===== src/shared/sdram_pm_params.svh =====
// offsets, field positions, reset values and timing counts of the pm block
`ifndef SDRAM_PM_PARAMS_SVH
`define SDRAM_PM_PARAMS_SVH

`define PM_ADDR_W 12
`define PM_OFS_STATUS 12'h000
`define PM_OFS_CONFIG 12'h004
`define PM_OFS_REFRESH 12'h008

`define PM_CFG_SR_BIT 31
`define PM_CFG_PDOWN_BIT 30
`define PM_CFG_LOW_MSB 23
`define PM_CFG_RESET 32'h0000_0000

`define PM_ST_STATE_LSB 0
`define PM_ST_CKE_BIT 3
`define PM_ST_INIT_BIT 4
`define PM_ST_GATE_BIT 5
`define PM_ST_BACKLOG_LSB 8
`define PM_ST_PSC_LSB 12

`define PM_CLK_PERIOD_NS 25
`define PM_INIT_TIME_NS 200000
`define PM_RFC_TIME_NS 70
`define PM_XSR_TIME_NS 70
`define PM_REFRESH_INTERVAL_NS 15625
`define PM_ACCESS_CYCLES 4
// least times round up, the refresh interval is a longest time: round down
`define PM_CEIL_CYC(ns) (((ns) + `PM_CLK_PERIOD_NS - 1) / `PM_CLK_PERIOD_NS)
`define PM_INIT_CYCLES `PM_CEIL_CYC(`PM_INIT_TIME_NS)
`define PM_RFC_CYCLES `PM_CEIL_CYC(`PM_RFC_TIME_NS)
`define PM_XSR_CYCLES `PM_CEIL_CYC(`PM_XSR_TIME_NS)
`define PM_REFRESH_CYCLES (`PM_REFRESH_INTERVAL_NS / `PM_CLK_PERIOD_NS)

`define PM_BACKLOG_MAX 4'hf
`define PM_LVL_NEED 4'h4
`define PM_LVL_MUST 4'h7
`define PM_LVL_RELEASE 4'h2

`endif


===== src/shared/sdram_pm_pkg.sv =====
// types shared by the memory controller power management block
package sdram_pm_pkg;
	typedef enum logic [2:0] {
		ST_INIT, ST_IDLE, ST_ACCESS, ST_REFRESH, ST_PDOWN, ST_SELF_REF,
		ST_SR_EXIT
	} core_state_t;

	// power sleep controller state as presented on the input pins
	typedef enum logic [1:0] {
		PSC_ENABLE, PSC_AUTO_SLEEP, PSC_AUTO_WAKE, PSC_SYNC_RESET
	} psc_state_t;

	typedef enum logic [2:0] {
		CMD_NOP, CMD_PRECHARGE_ALL, CMD_AUTO_REFRESH, CMD_LOAD_MODE,
		CMD_ACCESS, CMD_SELF_REF_ENTRY
	} sdram_cmd_t;

	typedef struct packed {
		logic valid;
		logic write;
	} mem_req_t;
endpackage


===== src/refresh_tick.sv =====
// refresh interval divider: one-cycle tick every programmed number of cycles
`timescale 1ns/1ps
`default_nettype none
module refresh_tick #(
	parameter int RATE_W = 16
) (
	input wire logic i_clock,
	input wire logic i_nrst,
	input wire logic i_enable,
	input wire logic [RATE_W-1:0] i_rate,
	output logic o_tick
);
	logic [RATE_W-1:0] cnt_q;

	// a counter narrower than two bits cannot hold an interval
	if (RATE_W < 2) begin : g_bad_rate
		$error("refresh_tick: RATE_W too small");
	end

	// a rate of zero behaves as one so the tick never stops silently
	always_ff @(posedge i_clock) begin
		if (!i_nrst || !i_enable) begin
			cnt_q <= '0;
			o_tick <= 1'b0;
		end else if (cnt_q + 1'b1 >= i_rate) begin
			cnt_q <= '0;
			o_tick <= 1'b1;
		end else begin
			cnt_q <= cnt_q + 1'b1;
			o_tick <= 1'b0;
		end
	end
endmodule
`default_nettype wire


===== src/sdram_pm_ctrl.sv =====
// power management core of the external memory controller with apb registers
//
// Contract
// - power-down mode drives the sdram clock-enable pin low
// - in power-down raise clock-enable for each due refresh, then drop
// - after power-down entry clock-enable stays low until a request, a due refresh or a config change
// - no commands reach the sdram while in self-refresh
// - four sleep controller states honoured, enable is the default
// - self-refresh waits for outstanding accesses and backlogged refreshes
// - register and memory requests are accepted during auto sleep
// - a request in auto sleep wakes, is serviced, then sleep resumes
// - sync reset leaves registers and memory contents untouched
// - during sync reset no register or memory request is serviced
// - block stays fully functional during debug halts
// - self-refresh request yields to accesses and refreshes, only power-down ranks lower
// - write to low three config bytes or reset restarts initialization
`timescale 1ns/1ps
`default_nettype none
`include "sdram_pm_params.svh"
module sdram_pm_ctrl #(
	parameter int RATE_W = 16,
	parameter int INIT_CYCLES = `PM_INIT_CYCLES,
	parameter int ACCESS_CYCLES = `PM_ACCESS_CYCLES
) (
	input wire logic i_clock,
	input wire logic i_nrst,
	input wire logic i_psel,
	input wire logic i_penable,
	input wire logic i_pwrite,
	input wire logic [`PM_ADDR_W-1:0] i_paddr,
	input wire logic [31:0] i_pwdata,
	input wire logic [3:0] i_pstrb,
	output logic o_pready,
	output logic [31:0] o_prdata,
	output logic o_pslverr,
	input wire sdram_pm_pkg::psc_state_t i_psc_state,
	input wire sdram_pm_pkg::mem_req_t i_mem_req,
	output logic o_mem_ack,
	output logic o_sdram_clock_enable_pin,
	output var sdram_pm_pkg::sdram_cmd_t o_sdram_cmd,
	output logic o_clock_gate_ok
);
	sdram_pm_pkg::core_state_t state_q;
	logic [31:0] cfg_q;
	logic [RATE_W-1:0] rate_q;
	logic [15:0] cnt_q;
	logic [3:0] backlog_q;
	logic must_q;
	logic init_done_q;
	logic tick;
	logic accept;
	logic apb_fire;
	logic wr_fire;
	logic init_restart;
	logic [31:0] wmask;
	logic [31:0] status;
	logic [31:0] rdata;
	logic unmapped;

	// refuse parameter values that the 16-bit counters cannot hold
	if (RATE_W < 10 || RATE_W > 16) begin : g_bad_rate
		$error("RATE_W out of range");
	end
	if (ACCESS_CYCLES < 1 || ACCESS_CYCLES > 65535) begin : g_bad_access
		$error("ACCESS_CYCLES out of range");
	end
	if (INIT_CYCLES < 1 || INIT_CYCLES > 65535) begin : g_bad_init
		$error("INIT_CYCLES out of range");
	end

	assign accept = (i_psc_state != sdram_pm_pkg::PSC_SYNC_RESET);
	assign apb_fire = i_psel && i_penable && o_pready;
	assign wr_fire = apb_fire && i_pwrite;

	assign init_restart = wr_fire && (i_paddr == `PM_OFS_CONFIG) &&
		(i_pstrb[2:0] != 3'h0);

	// byte lane mask from the apb strobes
	always_comb begin
		for (int i = 0; i < 4; i++) begin
			wmask[i*8 +: 8] = {8{i_pstrb[i]}};
		end
	end

	// status word: core state, pin level, init, gating and pm state
	always_comb begin
		status = 32'h0000_0000;
		status[`PM_ST_STATE_LSB +: 3] = state_q;
		status[`PM_ST_CKE_BIT] = o_sdram_clock_enable_pin;
		status[`PM_ST_INIT_BIT] = init_done_q;
		status[`PM_ST_GATE_BIT] = o_clock_gate_ok;
		status[`PM_ST_BACKLOG_LSB +: 4] = backlog_q;
		status[`PM_ST_PSC_LSB +: 2] = i_psc_state;
	end

	// read mux and unmapped detection, reserved bits read zero
	always_comb begin
		rdata = 32'h0000_0000;
		unmapped = 1'b0;
		if (i_paddr == `PM_OFS_STATUS) begin
			rdata = status;
		end else if (i_paddr == `PM_OFS_CONFIG) begin
			rdata = cfg_q;
		end else if (i_paddr == `PM_OFS_REFRESH) begin
			rdata[RATE_W-1:0] = rate_q;
		end else begin
			unmapped = 1'b1;
		end
	end

	// one wait state; pready held low while sync reset blocks service
	always_ff @(posedge i_clock) begin
		if (!i_nrst) begin
			o_pready <= 1'b0;
			o_prdata <= 32'h0000_0000;
			o_pslverr <= 1'b0;
		end else if (o_pready) begin
			o_pready <= 1'b0;
			o_pslverr <= 1'b0;
		end else if (i_psel && i_penable && accept) begin
			o_pready <= 1'b1;
			o_prdata <= i_pwrite ? 32'h0000_0000 : rdata;
			o_pslverr <= unmapped;
		end
	end

	// only the device reset clears registers
	always_ff @(posedge i_clock) begin
		if (!i_nrst) begin
			cfg_q <= `PM_CFG_RESET;
			rate_q <= RATE_W'(`PM_REFRESH_CYCLES);
		end else if (wr_fire && i_paddr == `PM_OFS_CONFIG) begin
			cfg_q <= (cfg_q & ~wmask) | (i_pwdata & wmask);
			cfg_q[29:24] <= 6'h00;
		end else if (wr_fire && i_paddr == `PM_OFS_REFRESH) begin
			rate_q <= (rate_q & wmask[RATE_W-1:0]) == rate_q ?
				i_pwdata[RATE_W-1:0] & wmask[RATE_W-1:0] :
				(rate_q & ~wmask[RATE_W-1:0]) |
				(i_pwdata[RATE_W-1:0] & wmask[RATE_W-1:0]);
		end
	end

	// the sdram refreshes itself in self-refresh, so the interval counter is held at zero
	refresh_tick #(
		.RATE_W(RATE_W)
	) u_tick (
		.i_clock(i_clock),
		.i_nrst(i_nrst),
		.i_enable(init_done_q && state_q != sdram_pm_pkg::ST_SELF_REF),
		.i_rate(rate_q),
		.o_tick(tick)
	);

	// backlog of owed refreshes; a tick and an issue together cancel out
	always_ff @(posedge i_clock) begin
		if (!i_nrst || init_restart || !init_done_q) begin
			backlog_q <= 4'h0;
		end else if (tick && o_sdram_cmd != sdram_pm_pkg::CMD_AUTO_REFRESH) begin
			if (backlog_q != `PM_BACKLOG_MAX) begin
				backlog_q <= backlog_q + 4'h1;
			end
		end else if (!tick && o_sdram_cmd == sdram_pm_pkg::CMD_AUTO_REFRESH &&
			backlog_q != 4'h0) begin
			backlog_q <= backlog_q - 4'h1;
		end
	end

	// urgent refresh burst runs from must level down to release level
	always_ff @(posedge i_clock) begin
		if (!i_nrst) begin
			must_q <= 1'b0;
		end else if (backlog_q >= `PM_LVL_MUST) begin
			must_q <= 1'b1;
		end else if (backlog_q <= `PM_LVL_RELEASE) begin
			must_q <= 1'b0;
		end
	end

	// no halt input: debug halts leave the engine running
	// main sequencer; cke and command are set with each transition
	always_ff @(posedge i_clock) begin
		if (!i_nrst || init_restart) begin
			state_q <= sdram_pm_pkg::ST_INIT;
			cnt_q <= 16'(INIT_CYCLES - 1);
			o_sdram_cmd <= sdram_pm_pkg::CMD_NOP;
			o_sdram_clock_enable_pin <= 1'b1;
			o_mem_ack <= 1'b0;
			init_done_q <= 1'b0;
		end else begin
			o_sdram_cmd <= sdram_pm_pkg::CMD_NOP;
			o_mem_ack <= 1'b0;
			case (state_q)
			sdram_pm_pkg::ST_INIT: begin
				if (cnt_q == 16'h0000) begin
					o_sdram_cmd <= sdram_pm_pkg::CMD_LOAD_MODE;
					init_done_q <= 1'b1;
					state_q <= sdram_pm_pkg::ST_IDLE;
				end else begin
					if (cnt_q == 16'h0001) begin
						o_sdram_cmd <= sdram_pm_pkg::CMD_PRECHARGE_ALL;
					end
					cnt_q <= cnt_q - 16'h0001;
				end
			end
			sdram_pm_pkg::ST_IDLE: begin
				o_sdram_clock_enable_pin <= 1'b1;
				if (must_q) begin
					o_sdram_cmd <= sdram_pm_pkg::CMD_AUTO_REFRESH;
					cnt_q <= 16'(`PM_RFC_CYCLES - 1);
					state_q <= sdram_pm_pkg::ST_REFRESH;
				end else if (i_mem_req.valid && !i_mem_req.write && accept) begin
					o_sdram_cmd <= sdram_pm_pkg::CMD_ACCESS;
					cnt_q <= 16'(ACCESS_CYCLES - 1);
					state_q <= sdram_pm_pkg::ST_ACCESS;
				end else if (backlog_q >= `PM_LVL_NEED) begin
					o_sdram_cmd <= sdram_pm_pkg::CMD_AUTO_REFRESH;
					cnt_q <= 16'(`PM_RFC_CYCLES - 1);
					state_q <= sdram_pm_pkg::ST_REFRESH;
				end else if (i_mem_req.valid && i_mem_req.write && accept) begin
					o_sdram_cmd <= sdram_pm_pkg::CMD_ACCESS;
					cnt_q <= 16'(ACCESS_CYCLES - 1);
					state_q <= sdram_pm_pkg::ST_ACCESS;
				end else if (backlog_q != 4'h0) begin
					o_sdram_cmd <= sdram_pm_pkg::CMD_AUTO_REFRESH;
					cnt_q <= 16'(`PM_RFC_CYCLES - 1);
					state_q <= sdram_pm_pkg::ST_REFRESH;
				end else if (cfg_q[`PM_CFG_SR_BIT] && !i_mem_req.valid) begin
					o_sdram_cmd <= sdram_pm_pkg::CMD_SELF_REF_ENTRY;
					o_sdram_clock_enable_pin <= 1'b0;
					state_q <= sdram_pm_pkg::ST_SELF_REF;
				end else if (cfg_q[`PM_CFG_PDOWN_BIT] && !i_mem_req.valid) begin
					o_sdram_clock_enable_pin <= 1'b0;
					state_q <= sdram_pm_pkg::ST_PDOWN;
				end
			end
			sdram_pm_pkg::ST_ACCESS: begin
				// ack one cycle before idle so the requester can withdraw
				if (o_mem_ack) begin
					state_q <= sdram_pm_pkg::ST_IDLE;
				end else if (cnt_q == 16'h0000) begin
					o_mem_ack <= 1'b1;
				end else begin
					cnt_q <= cnt_q - 16'h0001;
				end
			end
			sdram_pm_pkg::ST_REFRESH: begin
				if (cnt_q == 16'h0000) begin
					state_q <= sdram_pm_pkg::ST_IDLE;
				end else begin
					cnt_q <= cnt_q - 16'h0001;
				end
			end
			sdram_pm_pkg::ST_PDOWN: begin
				if (backlog_q != 4'h0 || (i_mem_req.valid && accept) ||
					!cfg_q[`PM_CFG_PDOWN_BIT] || cfg_q[`PM_CFG_SR_BIT]) begin
					o_sdram_clock_enable_pin <= 1'b1;
					state_q <= sdram_pm_pkg::ST_IDLE;
				end
			end
			sdram_pm_pkg::ST_SELF_REF: begin
				// a request leaves self-refresh to be served
				if (!cfg_q[`PM_CFG_SR_BIT] || (i_mem_req.valid && accept)) begin
					o_sdram_clock_enable_pin <= 1'b1;
					cnt_q <= 16'(`PM_XSR_CYCLES - 1);
					state_q <= sdram_pm_pkg::ST_SR_EXIT;
				end
			end
			sdram_pm_pkg::ST_SR_EXIT: begin
				if (cnt_q == 16'h0000) begin
					state_q <= sdram_pm_pkg::ST_IDLE;
				end else begin
					cnt_q <= cnt_q - 16'h0001;
				end
			end
			default: begin
				state_q <= sdram_pm_pkg::ST_IDLE;
			end
			endcase
		end
	end

	// gating allowed only while idle in sleep or sync reset
	// enable and auto wake keep the clock running
	always_ff @(posedge i_clock) begin
		if (!i_nrst) begin
			o_clock_gate_ok <= 1'b0;
		end else begin
			o_clock_gate_ok <= (i_psc_state == sdram_pm_pkg::PSC_SYNC_RESET ||
				(i_psc_state == sdram_pm_pkg::PSC_AUTO_SLEEP &&
				!i_mem_req.valid && !i_psel &&
				(state_q == sdram_pm_pkg::ST_SELF_REF ||
				state_q == sdram_pm_pkg::ST_PDOWN ||
				state_q == sdram_pm_pkg::ST_IDLE)));
		end
	end
endmodule
`default_nettype wire


===== config.mk =====
export PLATFORM = sky130hd
export DESIGN_NAME = sdram_pm_ctrl
export DESIGN_NICKNAME = d
export VERILOG_FILES = /design/src/shared/sdram_pm_pkg.sv /design/src/refresh_tick.sv /design/src/sdram_pm_ctrl.sv
export VERILOG_INCLUDE_DIRS = /design/src /design/src/shared
export SDC_FILE = /design/constraint.sdc
export NUM_CORES = 1
export LEC_CHECK = 0
export ABC_CLOCK_PERIOD_IN_PS = 2900
export BUFFER_PORTS_ARGS = -buffer_cell sky130_fd_sc_hd__buf_2
export CAP_MARGIN = 20
export CORE_ASPECT_RATIO = 2
export CORE_UTILIZATION = 25
export CTS_BUF_LIST = sky130_fd_sc_hd__clkbuf_4 sky130_fd_sc_hd__clkbuf_8 sky130_fd_sc_hd__clkbuf_16
export DETAILED_ROUTE_END_ITERATION = 8
export HOLD_SLACK_MARGIN = 0.08
export PLACE_DENSITY = 0.45
export SYNTH_ARGS = -nofsm -noshare
export SYNTH_HDL_FRONTEND = slang
export SYNTH_SLANG_ARGS = --single-unit

===== constraint.sdc =====
create_clock -name i_clock -period 2.9 [get_ports i_clock]
set_clock_uncertainty 0.1 [all_clocks]
set_input_delay 0.29 -clock i_clock [delete_from_list [all_inputs] [get_ports i_clock]]
set_output_delay 0.29 -clock i_clock [all_outputs]
set_load 0.02 [all_outputs]

==> metrics.txt <==
outcome finished, final reports clean; DR iter-0 viols 121; Critical Path Fanout Max 16; largest net degree at the start of global routing 60; Max Clk Rate 376 MHz; Avg Vias per Cell 4.74; post-layout min period 2.66 ns; FP Rows 77; Filler cells 2385; layout cell share with drive strength beyond 1 20.3%; Clk Latency, worst-skew pair 0.42 ns; Arrival @ worst endpoint 2.92 ns; DR WL/cell 16.2 um; leak pwr 2.91 nW; synthesized instance count 671; pins over their slew limit 0; Antenna Nets Post-Route 0; RSZ-0062 raised after global routing no; register area 2360 um^2; worst rel slew slack 47.0%; Sink Count 118; compound-cell area share of the yosys netlist 18.6%; Total GRT Usage 16.1%; DIE AREA 23400 um^2; Mapped Avg Cell Area 8.49 um^2; Async S/R FF share, synth 0%; VDD IR-drop max 0.000304 V; mux contribution to synthesized area 0.176%; Root Buffer clkbuf_16; Worst-path clk slew 0.06 ns; Hold Vio Cnt, Final 0; dpl hpwl 13.9 mm; Placement Setup Slack 0.122 ns; Initial Util 25.6%; worst min path class in -> reg; Seq/Total Area, Yosys 41.5%; met2 usage 31.3%; routed wire length 17.6 mm; worst hold slack 0.106 ns; CP Launch Type register; fin util 33.6%; synthesis-stage register bit count 118; met1 GRT Util 15.4%; CTS buffer count 17; vias after detailed routing 5159; WP data required 3.15 ns; top_reg_cell synth dfxtp_1; Max Cap Violations 0; port buffer count 84; power per cell area 651 nW/um^2; DRC 0; die outline height 215 um; area occupied by multi-input gates 3100 um^2; Ys Warns 0; first-pass GRT wire length 28.1 mm; largest family of logic cells by synthesized area simple AND/OR/NAND/NOR gates; Post-Synth XOR/XNOR Area 5.07%; area of the core 22300 um^2; CTS tree done; CP Capture Type register; router iterations before antenna repair 4; vias in the first global route 5239; post-synthesis simple-gate area fraction 24.4%; Final #Nets 879; initial antenna violation count 0; Post-synth EDFFs 0; critical path type reg -> reg; period utilization 91.8%; width of the die 109 um; post-route setup slack 0.239 ns; Ports 97; Max Root-Sink Buffers 2; Netlist cell types 61; GPL Wtd Cong 0.774; GR peak layer met2; post-synthesis adder-cell area fraction 5.32%; antenna cells 0; Worst-Margin Slew 0.789 ns; post-CTS setup buffer count 0; htree depth 4; Final Setup Violations 0; final setup TNS 0 ns; grt ovf 0; Post-Syn Area 5700 um^2; GRT met3 Usage 3.29%; P&R area growth vs syn 31.3%
## per-layer routing
layer	vias to the layer above	wire length [um]
li1	2645	-
met1	2414	6300
met2	76	10300
met3	24	465
met4	0	566
met5	-	0
## placed cells by master (no fill, tap or decap), drive strengths merged, types with 4 or more instances in the layout
cell type / n
or2: 5
a221o: 5
nand2b: 6
xor2: 5
a22oi: 22
dlygate4sd3: 31
inv: 26
ha: 21
a21o: 5
conb: 6
nor4: 16
clkbuf: 25
o2bb2ai: 12
buf: 111
nor2b: 14
nor2: 56
nor3: 13
nand4: 4
and3: 10
or4: 7
and2: 6
a21oi: 40
o21ai: 45
nand2: 91
xnor2: 28
nor4b: 8
a222oi: 4
nand3: 24
dfxtp: 118
## power by group
| part | internal, mW | total (mW) | switching, mW | leakage (nW) |
|---|---|---|---|---|
| Clock | 1.49 | 2.24 | 0.748 | 0.314 |
| Sequential | 1.72 | 1.81 | 0.0944 | 0.954 |
| Combinational | 0.353 | 0.816 | 0.463 | 1.64 |
| Total | 3.56 | 4.87 | 1.31 | 2.91 |
## synthesized netlist by cell type (all sizes together), types with 2 or more instances
cell     instances  area, um^2
o2111ai          2        17.5
and2             6        37.5
clkbuf          24        90.1
dfxtp          118        2360
nor3b            3        22.5
buf             14        91.3
or2              5        31.3
o21ai           45         225
inv             26        97.6
a222oi           4        40.0
o31ai            3        22.5
nor2b           14        87.6
fa               2        40.0
a22oi           22         165
nand2           91         342
xnor2           28         245
nor4            16         121
and3            10        62.6
or3              3        18.8
o2bb2ai         12         105
a221o            5        50.1
a21oi           40         200
o211a            2        20.0
a211oi           3        22.5
xor2             5        43.8
nand3           24         120
a21o             5        37.5
a2111oi          3        45.1
nor4bb           2        20.0
o21a             2        15.0
nand2b           6        37.5
or4              7        60.1
o211ai           2        15.0
nor3            13        87.6
nor4b            8        70.1
nand4            4        25.0
nor2            56         210
ha              21         263
## final timing paths
kind | from | to | slack [ns] | cells past startpoint
worst max-delay path | u_tick.cnt_q[0] | u_tick.cnt_q[10] | 0.24 | 13
worst min-delay path | i_pstrb[3] | register | 0.11 | 4
worst max register to register | u_tick.cnt_q[0] | u_tick.cnt_q[10] | 0.24 | 13
worst min register to register | register | register | 0.35 | 2
## cell families (layout without fill, tap and decap cells)
group                      Yosys count  after routing
and+or+nand+nor                    272            272
AOI/OAI and AO/OA                  159            159
DFF                                118            118
buffers and inverters               64            200
xor gates and xnor gates            33             33
adders and majority gates           23             23
other                                1              6
muxes                                1              1
## timing repair
action                     4_1_cts  5_1_grt
setup endpoints to repair        0       16
hold buffers                    31        0
resized for setup                0        7
hold endpoints to repair        44        0
## critical path, stage by stage (launching register included)
cell and delay, ns:
dfxtp_2 0.36, nand3_2 0.14, nor3_2 0.18, buf_4 0.16
and3_1 0.17, xor2_1 0.19, ha_1 0.27, a21o_1 0.16
a21o_1 0.17, a21oi_1 0.13, or2_2 0.14, o2111ai_2 0.13
buf_6 0.19, nor2b_1 0.11
## per-stage QoR
step	power, mW	cells	area, um^2
6_report	4.87	1088	7480
5_1_grt	5.11	1088	7480
3_3_place_gp	2.64	1025	6510
2_1_floorplan	2.36	676	5720
3_5_place_dp	2.64	1025	6510
4_1_cts	4.93	1088	7450
## cell type report
cell class | instances | area share, %
flip-flops and latches | 118 | 31.6
inverters | 26 | 1.30
clock inverters | 7 | 1.56
repair buffers | 142 | 12.5
multi-input cells | 494 | 41.5
well taps | 276 | 4.62
clock buffers | 25 | 6.91
(Power assumes the default switching activity.)
